### config.mk
export PLATFORM = sky130hd
export DESIGN_NAME = pms_top
export DESIGN_NICKNAME = d
export VERILOG_FILES = /design/src/hdl/pms_pkg.sv /design/src/hdl/pms_sync_if.sv /design/src/hdl/pms_sync.sv /design/src/hdl/pms_top.sv
export SDC_FILE = /design/constraint.sdc
export NUM_CORES = 1
export LEC_CHECK = 0
export ABC_AREA = 1
export ABC_CLOCK_PERIOD_IN_PS = 2900
export BUFFER_PORTS_ARGS = -buffer_cell sky130_fd_sc_hd__buf_2
export CAP_MARGIN = 10
export CORE_ASPECT_RATIO = 1.75
export CORE_MARGIN = 4
export CORE_UTILIZATION = 60
export CTS_CLUSTER_DIAMETER = 200
export CTS_CLUSTER_SIZE = 8
export DETAILED_ROUTE_END_ITERATION = 10
export PLACE_DENSITY = 0.82
export SYNTH_ARGS = -nofsm -noshare
export SYNTH_HDL_FRONTEND = slang
export SYNTH_SLANG_ARGS = --single-unit
export TNS_END_PERCENT = 10
### constraint.sdc
create_clock -name clock -period 2.9 [get_ports clock]
set_input_delay 0.58 -clock clock [delete_from_list [all_inputs] [get_ports clock]]
set_output_delay 0.58 -clock clock [all_outputs]
set_load 0.1 [all_outputs]
### src/hdl/pms_pkg.sv
package pms_pkg;
    // control port serial format chosen from the clock line strap
    typedef enum logic {PMS_SER_SPI, PMS_SER_I2C} pms_ser_fmt_t;
    // parallel handshake timing
    typedef enum logic {PMS_PAR_SYNC, PMS_PAR_HANDSHAKE_TIMING_SELECT} pms_par_timing_t;
    // reset release to strap capture, in cycles
    localparam logic [3:0] PMS_STRAP_SETTLE = 4'h8;
    // receive inactivity time before zero-power, in microseconds
    localparam int PMS_IDLE_US = 1000;
    localparam int PMS_CLK_MHZ = 125;
    localparam int PMS_IDLE_CYCLES = PMS_IDLE_US * PMS_CLK_MHZ;
    // receiver wake-up sampling: period and on-time, in microseconds
    localparam int PMS_WAKE_PERIOD_US = 10000;
    localparam int PMS_WAKE_ON_US = 100;
    localparam int PMS_WAKE_PERIOD_CYCLES = PMS_WAKE_PERIOD_US * PMS_CLK_MHZ;
    localparam int PMS_WAKE_ON_CYCLES = PMS_WAKE_ON_US * PMS_CLK_MHZ;
    localparam int PMS_CNT_W = 24;
endpackage

### src/hdl/pms_sync_if.sv
`timescale 1ns/1ps
interface pms_sync_if;
    logic scl_s;
    logic parallel_source_select_s;
    logic parallel_control_select_s;
    logic timing_s;
    logic rd_n_s;
    logic wr_n_s;
    logic rx_s;
    logic fsync_s;
    logic source_flow_flag_s;
    logic control_flow_flag_s;
    modport sync (output scl_s, parallel_source_select_s, parallel_control_select_s, timing_s, rd_n_s, wr_n_s, rx_s,
        fsync_s, source_flow_flag_s, control_flow_flag_s);
    modport core (input scl_s, parallel_source_select_s, parallel_control_select_s, timing_s, rd_n_s, wr_n_s, rx_s,
        fsync_s, source_flow_flag_s, control_flow_flag_s);
endinterface

### src/hdl/pms_sync.sv
`timescale 1ns/1ps
module pms_sync (
    input wire logic clock, // core clock
    input wire logic rst_b, // sync reset, active low
    input wire logic [9:0] raw_in, // asynchronous pins
    pms_sync_if.sync s // synchronised copies
);
    typedef struct packed {
        logic [9:0] meta;
        logic [9:0] stable;
    } pms_sync_st_t;
    pms_sync_st_t st_reg;
    pms_sync_st_t st_next;

    always_comb
    begin
        st_next = st_reg;
        st_next.meta = raw_in;
        st_next.stable = st_reg.meta;
    end

    always_ff @(posedge clock)
    begin
        if (!rst_b)
            st_reg <= '0;
        else
            st_reg <= st_next;
    end

    assign s.scl_s = st_reg.stable[0];
    assign s.parallel_source_select_s = st_reg.stable[1];
    assign s.parallel_control_select_s = st_reg.stable[2];
    assign s.timing_s = st_reg.stable[3];
    assign s.rd_n_s = st_reg.stable[4];
    assign s.wr_n_s = st_reg.stable[5];
    assign s.rx_s = st_reg.stable[6];
    assign s.fsync_s = st_reg.stable[7];
    assign s.source_flow_flag_s = st_reg.stable[8];
    assign s.control_flow_flag_s = st_reg.stable[9];
endmodule

### src/hdl/pms_top.sv
`timescale 1ns/1ps
module pms_top #(
    parameter int IDLE_CYCLES = pms_pkg::PMS_IDLE_CYCLES, // silence before zero-power
    parameter int WAKE_PERIOD_CYCLES = pms_pkg::PMS_WAKE_PERIOD_CYCLES, // wake period
    parameter int WAKE_ON_CYCLES = pms_pkg::PMS_WAKE_ON_CYCLES // wake on-time
) (
    input wire logic clock, // core clock, 125 MHz
    input wire logic rst_b, // power-up reset, active low
    input wire logic scl_pin, // serial clock strap
    input wire logic parallel_source_select, // source port mode strap
    input wire logic parallel_control_select, // control port mode strap
    input wire logic handshake_timing_select, // handshake_timing_select handshake strap
    input wire logic rd_n, // read strobe pin
    input wire logic wr_n, // write strobe pin
    input wire logic rx_pin, // network receive line
    input wire logic frame_sync, // frame sync from port logic
    input wire logic source_flow_flag, // source flow from port logic
    input wire logic control_flow_flag, // control flow from port logic
    input wire logic core_ready, // port logic ready for access
    output logic serial_i2c_mode, // 1 i2c, 0 spi
    output logic source_parallel_mode, // source ports parallel
    output logic control_parallel_mode, // control port parallel
    output logic handshake_timing_select_handshake_mode, // asynchronous parallel timing
    output logic standalone_mode, // stand-alone operation
    output logic use_recovered_clock, // clock taken from receive line
    output logic serial_lines_idle_req, // serial port lines unused
    output logic [2:0] parallel_status, // control_flow_flag, source_flow_flag, fsync bits
    output logic frame_sync_out, // dedicated frame sync pin
    output logic source_flow_out, // dedicated source flow pin
    output logic control_flow_out, // dedicated control flow pin
    output logic int_n, // ready/alert output, active low
    output logic power_status, // low requests peripheral power
    output logic zero_power, // block in zero-power state
    output logic wake_up // receiver power enable
);
    typedef enum logic [1:0] {PMS_SETTLE, PMS_RUN} pms_phase_t;
    typedef struct packed {
        pms_phase_t phase;
        logic [3:0] settle;
        logic i2c;
        logic src_par;
        logic cp_par;
        logic handshake_timing_select_t;
        logic alone;
        logic ready;
        logic rx_last;
        logic zp;
        logic [pms_pkg::PMS_CNT_W-1:0] idle_cnt;
        logic [pms_pkg::PMS_CNT_W-1:0] wake_cnt;
        logic [2:0] flags;
        // output copies registered so the pins never glitch
        logic pwr;
        logic alert_n;
        logic wake;
    } pms_top_st_t;

    localparam logic [pms_pkg::PMS_CNT_W-1:0] IDLE_LAST = pms_pkg::PMS_CNT_W'(IDLE_CYCLES - 1);
    localparam logic [pms_pkg::PMS_CNT_W-1:0] WAKE_LAST =
        pms_pkg::PMS_CNT_W'(WAKE_PERIOD_CYCLES - 1);
    localparam logic [pms_pkg::PMS_CNT_W-1:0] WAKE_ON = pms_pkg::PMS_CNT_W'(WAKE_ON_CYCLES);

    pms_sync_if sif();
    pms_top_st_t st_reg;
    pms_top_st_t st_next;
    logic rx_edge;
    logic capture_now;
    logic idle_done;
    logic wake_wrap;

    pms_sync u_sync (
        .clock(clock),
        .rst_b(rst_b),
        .raw_in({
            control_flow_flag,
            source_flow_flag,
            frame_sync,
            rx_pin,
            wr_n,
            rd_n,
            handshake_timing_select,
            parallel_control_select,
            parallel_source_select,
            scl_pin
        }),
        .s(sif.sync)
    );

    // any change of level on the receive line counts as activity
    assign rx_edge = sif.rx_s ^ st_reg.rx_last;
    assign capture_now = (st_reg.settle == pms_pkg::PMS_STRAP_SETTLE);
    // idle counter saturates so a long silence cannot wrap into a wake
    assign idle_done = (st_reg.idle_cnt == IDLE_LAST);
    assign wake_wrap = (st_reg.wake_cnt == WAKE_LAST);

    always_comb
    begin
        st_next = st_reg;
        st_next.rx_last = sif.rx_s;

        unique case (st_reg.phase)
            PMS_SETTLE:
            begin
                // straps get time to pass the synchroniser before capture
                if (capture_now)
                begin
                    st_next.phase = PMS_RUN;
                    st_next.i2c = sif.scl_s;
                    st_next.src_par = sif.parallel_source_select_s;
                    // parallel control without parallel source is refused
                    st_next.cp_par = sif.parallel_control_select_s & sif.parallel_source_select_s;
                    st_next.handshake_timing_select_t = sif.timing_s;
                    // stand-alone needs both strobes low at the capture edge
                    st_next.alone = ~sif.rd_n_s & ~sif.wr_n_s;
                end
                else
                begin
                    st_next.settle = st_reg.settle + 4'h1;
                end
            end

            PMS_RUN:
            begin
                // ready is sticky; straps are never looked at again here
                st_next.ready = st_reg.ready | core_ready;
                if (st_reg.src_par)
                begin
                    // cp bit masked so a refused control mode never reports flow
                    st_next.flags = {sif.control_flow_flag_s & st_reg.cp_par, sif.source_flow_flag_s,
                        sif.fsync_s};
                end
                if (st_reg.alone)
                begin
                    if (rx_edge)
                    begin
                        st_next.zp = 1'b0;
                        st_next.idle_cnt = '0;
                    end
                    else if (idle_done)
                    begin
                        st_next.zp = 1'b1;
                    end
                    else
                    begin
                        st_next.idle_cnt = st_reg.idle_cnt + 1'b1;
                    end
                    // free-running sample period; its phase against rx does not matter
                    if (wake_wrap)
                    begin
                        st_next.wake_cnt = '0;
                    end
                    else
                    begin
                        st_next.wake_cnt = st_reg.wake_cnt + 1'b1;
                    end
                end
            end

            default:
            begin
                // unused phase code: restart the capture
                st_next.phase = PMS_SETTLE;
            end
        endcase

        // output copies built from next state keep the same timing as the state
        st_next.pwr = st_next.alone & st_next.zp;
        st_next.alert_n = ~st_next.ready;
        st_next.wake = ~st_next.alone | ~st_next.zp | (st_next.wake_cnt < WAKE_ON);
    end

    always_ff @(posedge clock)
    begin
        if (!rst_b)
        begin
            st_reg <= '0;
            st_reg.phase <= PMS_SETTLE;
            // zero-power from the start: no activity seen yet
            st_reg.zp <= 1'b1;
            st_reg.alert_n <= 1'b1;
            st_reg.wake <= 1'b1;
        end
        else
        begin
            st_reg <= st_next;
        end
    end

    // captured modes drive the pins straight from flops
    assign serial_i2c_mode = st_reg.i2c;
    assign source_parallel_mode = st_reg.src_par;
    assign control_parallel_mode = st_reg.cp_par;
    assign handshake_timing_select_handshake_mode = st_reg.handshake_timing_select_t;
    assign standalone_mode = st_reg.alone;
    assign use_recovered_clock = st_reg.alone;
    assign serial_lines_idle_req = st_reg.cp_par;
    assign parallel_status = st_reg.flags;
    assign frame_sync_out = st_reg.flags[0];
    assign source_flow_out = st_reg.flags[1];
    assign control_flow_out = st_reg.flags[2];
    // held high through reset and capture so the host keeps strobes idle
    assign int_n = st_reg.alert_n;

    assign zero_power = st_reg.pwr;
    // outside stand-alone the status pin always asks for power
    assign power_status = st_reg.pwr;

    // receiver kept on while awake; in zero-power only for a short sample
    assign wake_up = st_reg.wake;
endmodule

# Word level (Yosys, flattened, before mapping)
# Cells that the tools add are included.
# op_classes
n_reduce_logical	6
mux	12
n_lt_le_gt_ge	1
n_bitwise	15
addsub	3
n_eq_ne	6
# op_table
operator	count
$mux W52	1
$mux W49	1
$add A24 B1 Y24 const B	2
$mux W24	2
$mux W25	1
$eq A24 B17 Y1 const B	1
$eq A24 B21 Y1 const B	1
$lt A24 B14 Y1 const B	1
$reduce_and A2 Y1	4
$not A1 Y1	7
$add A4 B1 Y4 const B	1
$and A1 B1 Y1	4
$eq A4 B4 Y1 const B	1
$mux W1	4
$ne A2 B2 Y1 const B	2
$pmux W2 S2	1
$mux W3	1
$or A1 B1 Y1	3
$reduce_and A3 Y1	1
$eq A2 B1 Y1 const B	1
$logic_not A2 Y1	1
$mux W2	1
$xor A1 B1 Y1	1
# word_totals
input_bits	13
elab_cells	61
output_inout_bits	17
register_bits	88

# Longest topological paths before layout
# Gate-level depths: netlist of run 1.
# depth
word_depth	8
depth_mapped	16
mapped_depth_nobuf	15

# Hierarchy
# Synthesis of run 1 repeated with hierarchy kept, for this count alone.
# unflattened
cells_unflattened	674
area_unflattened_um2	4469.3
# modules_own_cells
module	seq_area_each_um2	area_each_um2	cells_each	n_inst
pms_top	1341.3	3896.2	612	1
pms_sync	400.4	573.0	62	1

# Worst setup path before layout of run 1
# Ideal clock, no wire load.
# synth_timing
path_type	reg-to-reg
start	reg st_reg, in the netlist standalone_mode
end	reg st_reg, in the netlist wake_up
path_slack_ps	611
setup_time_ps	58
required_time_ps	2842
t_arrival_ps	2230
stages_incl_launch_ff	15
synth_period_minus_slack_ps	2289
n_path_buf	2
cell_sequence	dfxtp_1 buf_4 nand2_4 inv_4 buf_6 nand2_1 xor2_1 nand2_1 a21boi_1 nor2_1 nor2_1 nand2_1 nand2_1 nand2_1 nand2_1
# synth_between
elab_chain_len	5
elab_cells_between_ends	9
classes_between	1 x order compare; 4 x mux; 4 x bitwise
# synth_rtl
element	line_no	source
from (decl)	pms_top.sv:63	pms_top_st_t st_reg;
from (signal assigned)	pms_top.sv:184	st_reg <= st_next;
parallel branches: the longest is 4 deep, another holds $lt A24 B14 Y1	n/a	
$or A1 B1 Y1 *	pms_top.sv:168	st_next.wake = ~st_next.alone | ~st_next.zp | (st_next.wake_cnt < WAKE_ON);
# Every way passes the cells marked *.
# A chain may end at the register's enable or synchronous reset.

# Worst setup path in the final report of run 1
# Same ends and word-level chain as after synthesis.

==> impl_metrics.tcl, run 1 <==
set metrics [dict create \
    grt_max_degree 32 \
    area_growth_syn_to_layout_pct 9.78 \
    holdWs_ps 411 \
    grt_pass1_vias 4343 \
    syn_area_um2 4450 \
    first_pass_iters 5 \
    p_seq_share_pct 50.7 \
    ff_latch_area_um2 1740 \
    drive_above_1_share_pct 12.3 \
    drv_slew 0 \
    clockRootBuffer "clkbuf_16" \
    hold_class "input port to register" \
    power_frac_clock_pct 46.4 \
    fin_cells 760 \
    gp_congestion 1.04 \
    fmaxAchievable_mhz 469 \
    largest_reg_flops 56 \
    crit_required_ps 3130 \
    fin_setup_tns_ps 0 \
    crit_arrival_ps 2370 \
    async_flop_share_pct 0 \
    via_count 4249 \
    dp_hpwl_um 8570 \
    skew_ps 7.28 \
    p_leak_nw 2.20 \
    cts_tree "built" \
    avgSynthCellArea_um2 6.88 \
    initial_core_util_pct 61.5 \
    row_count 41 \
    synth-edff-count 0 \
    cts.sinks 87 \
    clk_pin_slew_worst_paths_ps 70 \
    fin_nets 686 \
    grt.overflow.total 0 \
    synthCells 647 \
    dieWidth_um 73.1 \
    n_antenna_cell 0 \
    switching_share_pct 23.8 \
    yosys_warnings 0 \
    ant_nets 0 \
    combPwrFrac_pct 2.9 \
    p_switching_mw 0.572 \
    cts_htree_levels 3 \
    power_density_nw_per_um2 492 \
    slew_headroom_pct 62.8 \
    coreArea_um2 7230 \
    cts_hold_buf 0 \
    final_hold_viol_count 0 \
    fill_cells 617 \
    status "finished clean" \
    wl_per_cell_um 15.0 \
    die_h_um 122 \
    intPower_mw 1.83 \
    rsz0062_at_grt "no" \
    ys.flop_type "dfxtp_1" \
    wirelength_um 11400 \
    cp_max_fo 12 \
    portBuffers 29 \
    antenna_found_initial 0 \
    period_share_pct 73.6 \
    ys_types 36 \
    dp.cells 744 \
    worst_pin_slew_ps 553 \
    ys_seq_elements 87 \
    track_usage_pct 27.4 \
    cts_resized 0 \
    post-cts-setup-buffers 0 \
    dieArea_um2 8910 \
    final_cell_mix "nand2_1 (160), nor2_1 (87), dfxtp_1 (87), inv_1 (76), nand3_1 (57)" \
    fin_crit_ps 2130 \
    ir_worst_vdd_v 0.000400 \
    r2r_setup_slack_ps 770 \
    power.total_mw 2.41 \
    setup_viol 0 \
    yosysSeqAreaShare_pct 39.1 \
    synth.net_count 664 \
    drc_errors 0 \
    grt_pass1_wl_um 18900 \
    first_iter_violations 367 \
    clock_latency_ps 340 \
    pin_count 30 \
    crit_type "register to register" \
    via_per_inst 5.59 \
    clk_path_buf_depth 2 \
    worstSetupStartpointType "register" \
    layout_commonest_cell "nand2_1" \
    maxCapViolations 0 \
    cp-end-kind "register" \
    multi_input_area_um2 2260 \
    cts_buffers 9 \
]
[worst paths after layout]
| path | cells past startpoint | to | startpoint |
|---|---|---|---|
| worst max-delay path | 15 | wake_up$_SDFF_PN1_ | standalone_mode$_SDFF_PN0_ |
| worst min-delay path | 3 | u_sync.st_next[3]$_SDFF_PN0_ | handshake_timing_select |
| worst max register to register | 15 | wake_up$_SDFF_PN1_ | standalone_mode$_SDFF_PN0_ |
| worst min register to register | 2 | u_sync.s.control_flow_flag_s$_SDFF_PN0_ | u_sync.st_next[9]$_SDFF_PN0_ |
[power groups by stage]
stage / clock (mW) / sequential [mW] / combinational, mW
2_1_floorplan: 0 / 1.25 / 0.0428
3_3_place_gp: 0 / 1.25 / 0.0663
3_5_place_dp: 0 / 1.25 / 0.0693
4_1_cts: 1.13 / 1.22 / 0.0702
5_1_grt: 1.18 / 1.22 / 0.0778
6_report: 1.12 / 1.22 / 0.0696
[synth_stat cells, types with 3 or more instances]
library cell  instances  area (um2)
xor2_1               17         149
nand2_1             160         601
nor2_4                6        67.6
buf_6                 3        33.8
nor2_2                6        37.5
nor2_1               87         327
buf_4                 7        52.6
inv_2                 4        15.0
inv_1                76         285
nand4_2               3        37.5
ha_1                  4        50.1
nor4_1                5        31.3
dfxtp_1              87        1740
nand4_1              20         125
buf_2                 3        15.0
nor3_1               15        75.1
a21oi_1              34         170
o21ai_0              17        85.1
clkbuf_1              9        33.8
nand3_1              57         285
nand2_4               4        45.0
[metal layers]
metal | part of all wire [%] | global-route usage [%] | wire length (um) | up-vias
li1 | - | - | - | 2108
met1 | 34 | 25.9 | 3920 | 1938
met2 | 55 | 49.9 | 6270 | 134
met3 | 3.4 | 4.21 | 383 | 69
met4 | 7.4 | 21.9 | 847 | 0
met5 | 0 | 0 | 0 | -
[worst max-delay path, cell delays in order, from the launching register on]
cell and delay, ps:
dfxtp_1 650, nand2_4 150, inv_4 180, nand2_2 110, nor2_4 150, nand2_1 60
nand2_1 60, nand2_1 50, inv_1 70, nand3_1 80, nor2_1 200, nor2_1 60
nand2_1 60, nand2_1 40, nand2_1 70, nand2_1 40
[per-stage QoR]
stage	util, %	instance area [um2]	setup slack [ps]
4_1_cts	67.5	4890	760
2_1_floorplan	-	4450	611
5_1_grt	67.5	4890	596
6_report	67.5	4890	766
3_5_place_dp	63.6	4600	769
3_3_place_gp	63.6	4600	817
[layout make-up]
cell class	count	share of cell area [%]
Multi-Input combinational cell	455	46.2
Sequential cell	87	35.6
Inverter	83	6.48
Clock buffer	9	4.61
Timing Repair Buffer	33	3.59
Tap cell	86	2.20
Clock inverter	7	1.28
[logic make-up after synthesis]
logic type / after synthesis / share of synthesized area, %
AOI/OAI and AO/OA: 55 / 6.41
xor gates and xnor gates: 19 / 3.74
adders and majority gates: 4 / 1.12
buffers and inverters: 105 / 10.1
DFF: 87 / 39.1
and+or+nand+nor: 377 / 39.4
Power figures use the tool's default switching activity.
==> run 2, diff against run 1 <==
- ABC_CLOCK_PERIOD_IN_PS: 2900 -> 1900
- CORE_UTILIZATION: 60 -> 55
- PLACE_DENSITY: 0.82 -> 0.79
- clock period: 2.9 -> 1.9 ns (I/O delays scaled with it)
==> run 2 against run 1 <==
  * Clock power grew 75%
  * Sequential share of layout area fell by 2.1 points
  * Wire length grew 5.4%
  * Global-route usage down 2.7 points
  * Register-to-register slack worse by 730 ps
  * Clock skew is 1.4 ps higher
  * Combinational power is 58% higher
  * Count of clock-buffer cells in the layout grew 1
  * Largest cell class unchanged
  * Hold slack got worse by 200 ps
==> impl_metrics.tcl, run 2 (same netlist as run 1, synthesis figures left out) <==
set metrics [dict create \
    status "finished clean" \
    p_leak_nw 2.39 \
    worstPathCellList "ha_1 -> inv_1 -> nor2_4 -> nand3_4 -> nor2_4 -> nand4_2 -> clkinv_1 -> nand2_1 -> a21oi_1 -> nand2_1 -> nor2_1 -> nand2_1 -> nand2_1" \
    slowest_delay_ps 350 \
    grt_pass1_vias 4317 \
    cts_hold_buf 0 \
    first_iter_violations 166 \
    wl_per_cell_um 15.2 \
    layout_commonest_cell "nand2_1" \
    clockRootBuffer "clkbuf_16" \
    drc_errors 0 \
    gp_congestion 1.02 \
    first_pass_iters 5 \
    cp-startpoint "st_reg[6]$_SDFFE_PN0P_" \
    grt.overflow.total 0 \
    rsz0062_at_grt "yes" \
    crit_family "simple AND/OR/NAND/NOR gates" \
    fmaxAchievable_mhz 537 \
    fin_nets 714 \
    antenna_found_initial 0 \
    initial_core_util_pct 56.3 \
    via_count 4354 \
    maxCapViolations 0 \
    grt_max_degree 24 \
    coreArea_um2 7910 \
    holdPathStages 3 \
    power_density_nw_per_um2 755 \
    ir_worst_vdd_v 0.000665 \
    cts_tree "built" \
    crit_arrival_ps 2140 \
    power.total_mw 3.93 \
    setup_viol 0 \
    worstReg2RegStart "st_reg[6]$_SDFFE_PN0P_" \
    ant_nets 0 \
    slew_headroom_pct 61.5 \
    clk_pin_slew_worst_paths_ps 60 \
    grt_pass1_wl_um 19100 \
    worstSetupStartpointType "register" \
    reg2reg_depth 13 \
    dieWidth_um 76 \
    wirelength_um 12000 \
    p_seq_share_pct 47.4 \
    n_antenna_cell 0 \
    track_usage_pct 24.7 \
    largest_reg_flops 56 \
    combPwrFrac_pct 2.8 \
    r2r_setup_slack_ps 40 \
    cts_htree_levels 3 \
    cts.sinks 87 \
    fin_crit_ps 1860 \
    pin_count 30 \
    power_frac_clock_pct 49.8 \
    r2r_end "wake_up$_SDFF_PN1_" \
    hp-start "wr_n" \
    cp.buffers_inverters 2 \
    row_count 43 \
    p_switching_mw 0.834 \
    crit_required_ps 2180 \
    cp_slowest_cell "dfxtp_1" \
    dpl_worst_slack_ps 31.5 \
    clk_path_buf_depth 2 \
    cts_buffers 9 \
    period_share_pct 98.0 \
    drive_above_1_share_pct 16.8 \
    drv_slew 0 \
    skew_ps 8.69 \
    final_cell_mix "nand2_1 (159), dfxtp_1 (85), nor2_1 (84), inv_1 (76), nand3_1 (56)" \
    via_per_inst 5.50 \
    worst_pin_slew_ps 572 \
    cp-end-kind "register" \
    dp_hpwl_um 9000 \
    intPower_mw 3.09 \
    hold_class "input port to register" \
    crit_type "register to register" \
    cp_max_fo 6 \
    die_h_um 127 \
    final_hold_viol_count 0 \
    hold_end "u_sync.st_next[5]$_SDFF_PN0_" \
    area_growth_syn_to_layout_pct 16.8 \
    fin_setup_tns_ps 0 \
    switching_share_pct 21.2 \
    portBuffers 29 \
    layout_setup_ws_ps 38.6 \
    dieArea_um2 9650 \
    cpMostUsedCell "nand2_1" \
    clock_latency_ps 340 \
]
-- run 2: power groups by stage --
stage / clock network (mW) / logic [mW] / registers, mW
after floorplan: 0 / 0.0653 / 1.90
after detailed placement: 0 / 0.109 / 1.90
final: 1.96 / 0.110 / 1.86
after global placement: 0 / 0.105 / 1.90
after global routing: 2.06 / 0.125 / 1.86
after CTS: 1.98 / 0.111 / 1.86
-- run 2: metrics by stage --
stage / utilization [%] / std cells / hold slack [ps] / area, um2
3_5_place_dp: 60.6 / 773 / 400 / 4790
4_1_cts: 64.9 / 789 / 215 / 5130
2_1_floorplan: - / 647 / 390 / 4450
5_1_grt: 65.7 / 792 / 231 / 5200
6_report: 65.7 / 792 / 216 / 5200
3_3_place_gp: 60.6 / 773 / 394 / 4790
-- run 2: metal layers --
metal / track usage, % / wire length [um]
met2: 48.0 / 6680
met4: 18.8 / 919
met3: 4.37 / 377
met1: 21.6 / 4050
met5: 0 / 0
-- run 2: cell type report --
| class | instances | area (um2) |
|---|---|---|
| clock inverter | 6 | 97.6 |
| sequential | 87 | 1750 |
| clock buffer | 10 | 239 |
| fill | 695 | 2710 |
| inverter | 83 | 317 |
| tap | 90 | 113 |
| multi-input combinational | 456 | 2300 |
| timing repair buffer | 60 | 385 |
-- run 2: worst reg2reg max path: cells and delay by family, from the launching register on --
| family | cells | cell delay [ps] |
|---|---|---|
| buffers and inverters | 2 | 150 |
| AOI/OAI and AO/OA | 1 | 160 |
| and+or+nand+nor | 9 | 960 |
| DFF | 1 | 350 |
| adders and majority gates | 1 | 200 |
-- run 2: repair_timing --
item                                    in CTS  in global routing
endpoints found under the setup margin       0                  5
gates resized for setup                      0                 11
buffers inserted                             0                  2
-- run 2: worst max-delay path by stage --
stage                              end  slack [ps]  depth (start not counted)
floorplan           wake_up$_SDFF_PN1_         120                         14
global placement    wake_up$_SDFF_PN1_          60                         12
CTS                 wake_up$_SDFF_PN1_          10                         12
finish              wake_up$_SDFF_PN1_          40                         13
global route        wake_up$_SDFF_PN1_        -120                         13
detailed placement  wake_up$_SDFF_PN1_          30                         12
==> run 3, diff against run 2 <==
- ABC_CLOCK_PERIOD_IN_PS: 1900 -> 1600
- CELL_PAD_IN_SITES_DETAIL_PLACEMENT: unset -> 1
- CELL_PAD_IN_SITES_GLOBAL_PLACEMENT: unset -> 1
- CORE_UTILIZATION: 55 -> 39
- SYNTH_HIERARCHICAL: unset -> 1
- clock period: 1.9 -> 1.6 ns (I/O delays scaled with it)
==> run 3 against run 2 <==
  * The run now ends with negative setup slack left
  * Die area increased by 38%
  * Sequential share of layout area shrank 6.8 points
  * Global-route usage up 5.1 points
  * Sequential cell count stayed put
  * Count of clock-buffer cells in the layout decreased by 1
  * Largest cell class unchanged
  * Highest routed layer unchanged
==> impl_metrics.tcl, run 3 <==
set metrics [dict create \
    cp.buffers_inverters 3 \
    dieWidth_um 88.9 \
    initial_core_util_pct 40.0 \
    grt-busiest-layer "met2" \
    multi_input_area_um2 2730 \
    final_cell_mix "nand2_1 (143), buf_4 (129), nor2_1 (80), inv_1 (72), dfxtp_1 (65)" \
    cts.sinks 87 \
    synth.area.top_cells "dfxtp_1 (39%), nand2_1 (14%), nor2_1 (9.0%), nand3_1 (6.8%), inv_1 (6.8%)" \
    ir_worst_vdd_v 0.000587 \
    track_usage_pct 29.9 \
    first_pass_iters 5 \
    fin_nets 851 \
    switching_share_pct 27.2 \
    crit_required_ps 1880 \
    status "finished with violations" \
    layout_commonest_cell "nand2_1" \
    met1_usage_pct 28.0 \
    wl_per_cell_um 22.4 \
    rsz0062_at_grt "yes" \
    hold_class "input port to register" \
    cp_max_fo 5 \
    clk_path_buf_depth 2 \
    gp_congestion 1.01 \
    yosysSeqAreaShare_pct 39.0 \
    p_leak_nw 2.97 \
    stdcell_area_um2 6680 \
    clock_latency_ps 360 \
    cts_htree_levels 3 \
    r2r_setup_slack_ps -370 \
    portBuffers 29 \
    crit_family "simple AND/OR/NAND/NOR gates" \
    first_iter_violations 312 \
    ys_seq_elements 87 \
    fin_cells 971 \
    crit_type "register to register" \
    synth_top_area_share_pct 39.0 \
    synthCells 674 \
    avgSynthCellArea_um2 6.63 \
    pin_count 30 \
    intPower_mw 3.36 \
    die_h_um 150 \
    power_frac_clock_pct 48.6 \
    power_density_nw_per_um2 692 \
    final_hold_viol_count 0 \
    failed_checks "negative setup slack" \
    worstPathCellList "buf_6 -> inv_1 -> nor2_1 -> buf_4 -> nand4_1 -> nor3_2 -> nand2_1 -> xor2_2 -> nand3_1 -> o21bai_1" \
    via_count 5605 \
    maxCapViolations 0 \
    p_seq_share_pct 47.7 \
    cp_slowest_cell "dfxtp_4" \
    area_growth_syn_to_layout_pct 49.4 \
    fill_cells 1385 \
    coreArea_um2 11200 \
    syn_area_um2 4470 \
    ant_nets 0 \
    ys_types 33 \
    dpl_cell_area_um2 5630 \
    setup_viol 45 \
    grt.overflow.total 0 \
    drive_above_1_share_pct 38.6 \
    clk_pin_slew_worst_paths_ps 80 \
    cts_buffers 9 \
    dieArea_um2 13300 \
    drv_slew 0 \
    dp_hpwl_um 12500 \
    grt_pass1_vias 6053 \
    combPwrFrac_pct 3.7 \
    grt_max_degree 29 \
    slew_headroom_pct 66.3 \
    antenna_found_initial 0 \
    period_share_pct 123 \
    p_switching_mw 1.26 \
    fin_setup_tns_ps -5460 \
    yosysMostFrequentCell "nand2_1" \
    wirelength_um 21700 \
    crit_arrival_ps 2250 \
    n_antenna_cell 0 \
    grt_use_met2_pct 56.4 \
    drc_errors 0 \
    worst_pin_slew_ps 510 \
    ys.flop_type "dfxtp_1" \
    async_flop_share_pct 0 \
    worstSetupStartpointType "register" \
    synth.net_count 691 \
    layout_setup_ws_ps -373 \
    cp-end-kind "register" \
    slowest_delay_ps 370 \
    via_per_inst 5.77 \
    cts_tree "built" \
    skew_ps 7.21 \
    synth-edff-count 0 \
    dp.cells 937 \
    yosys_warnings 6 \
    row_count 51 \
    grt_pass1_wl_um 30400 \
    ff_latch_area_um2 1790 \
    ys_top_cells_by_count "nand2_1 (166), nor2_1 (107), dfxtp_1 (87)" \
    fmaxAchievable_mhz 507 \
    fin_crit_ps 1970 \
    use_met3_pct 4.68 \
    synth_top_area_cell "dfxtp_1" \
    clockRootBuffer "clkbuf_16" \
    largest_reg_flops 56 \
]
-- run 3: cell count changes after synthesis, moves of 3 or more --
cell / change
nor2_4: -5
nand3_1: +4
nand4_2: -3
nand4_1: +12
nand2_4: -4
nand2_1: +6
xor2_1: -5
clkbuf_1: -3
nor2_2: -4
nor2_1: +20
inv_1: +5
-- run 3: cells by family (layout without fill, tap and decap cells) --
group                    count (synthesis)  after routing  synth area share, %
AO/OA/AOI/OAI                           57             57                 6.72
flip-flops                              87             87                 39.0
XOR/XNOR                                15             15                 3.11
adder cells (fa/ha/maj)                  4              4                 1.12
AND/OR/NAND/NOR                        402            402                 39.4
buffers and inverters                  109            274                 10.7
-- run 3: final cells by class --
cell class                 instances  area share [%]
inverter                          85            5.08
multi-input combinational        478            40.8
clock inverter                     7            1.26
tap                              132            2.47
sequential                        87            26.8
timing repair buffer             173            20.3
clock buffer                       9            3.37
-- run 3: worst paths after layout --
check / to / startpoint / cells after the start
max: wake_up$_SDFF_PN1_ / st_reg[6]$_SDFFE_PN0P_ / 10
min: u_sync/st_next[4]$_SDFF_PN0_ / rd_n / 3
max reg2reg: wake_up$_SDFF_PN1_ / st_reg[6]$_SDFFE_PN0P_ / 10
min reg2reg: u_sync/s.scl_s$_SDFF_PN0_ / u_sync/st_next[0]$_SDFF_PN0_ / 2
-- run 3: per-layer routing --
layer | part of all wire (%) | routed length, um
met5 | 0 | 0
met4 | 8.5 | 1850
met3 | 3.8 | 828
met2 | 55 | 11900
met1 | 33 | 7150
-- run 3: repair_timing --
action	4_1_cts	5_1_grt
pin swaps	39	13
setup buffers	15	2
cloned	0	1
gates resized for setup	104	68
hold buffers	0	0
setup endpoints to repair	48	48
-- run 3: power groups by stage --
stage	registers [mW]	logic [mW]	clock network [mW]
3_5_place_dp	2.26	0.148	0
4_1_cts	2.21	0.162	2.24
5_1_grt	2.21	0.184	2.34
3_3_place_gp	2.26	0.137	0
6_report	2.21	0.170	2.25
2_1_floorplan	2.26	0.0833	0
-- run 3: worst min-delay path, stage by stage --
cell	delay [ps]
buf_2	70
nand2_1	40
inv_1	40
-- run 3: stage by stage --
step	total power [mW]	setup slack, ps	utilization, %	hold WS, ps
finish	4.62	-373	59.8	140
global route	4.73	-436	59.8	151
CTS	4.60	-120	57.4	137
detailed placement	2.41	-318	50.4	409
global placement	2.40	-216	50.4	393
floorplan	2.34	-93.8	-	390
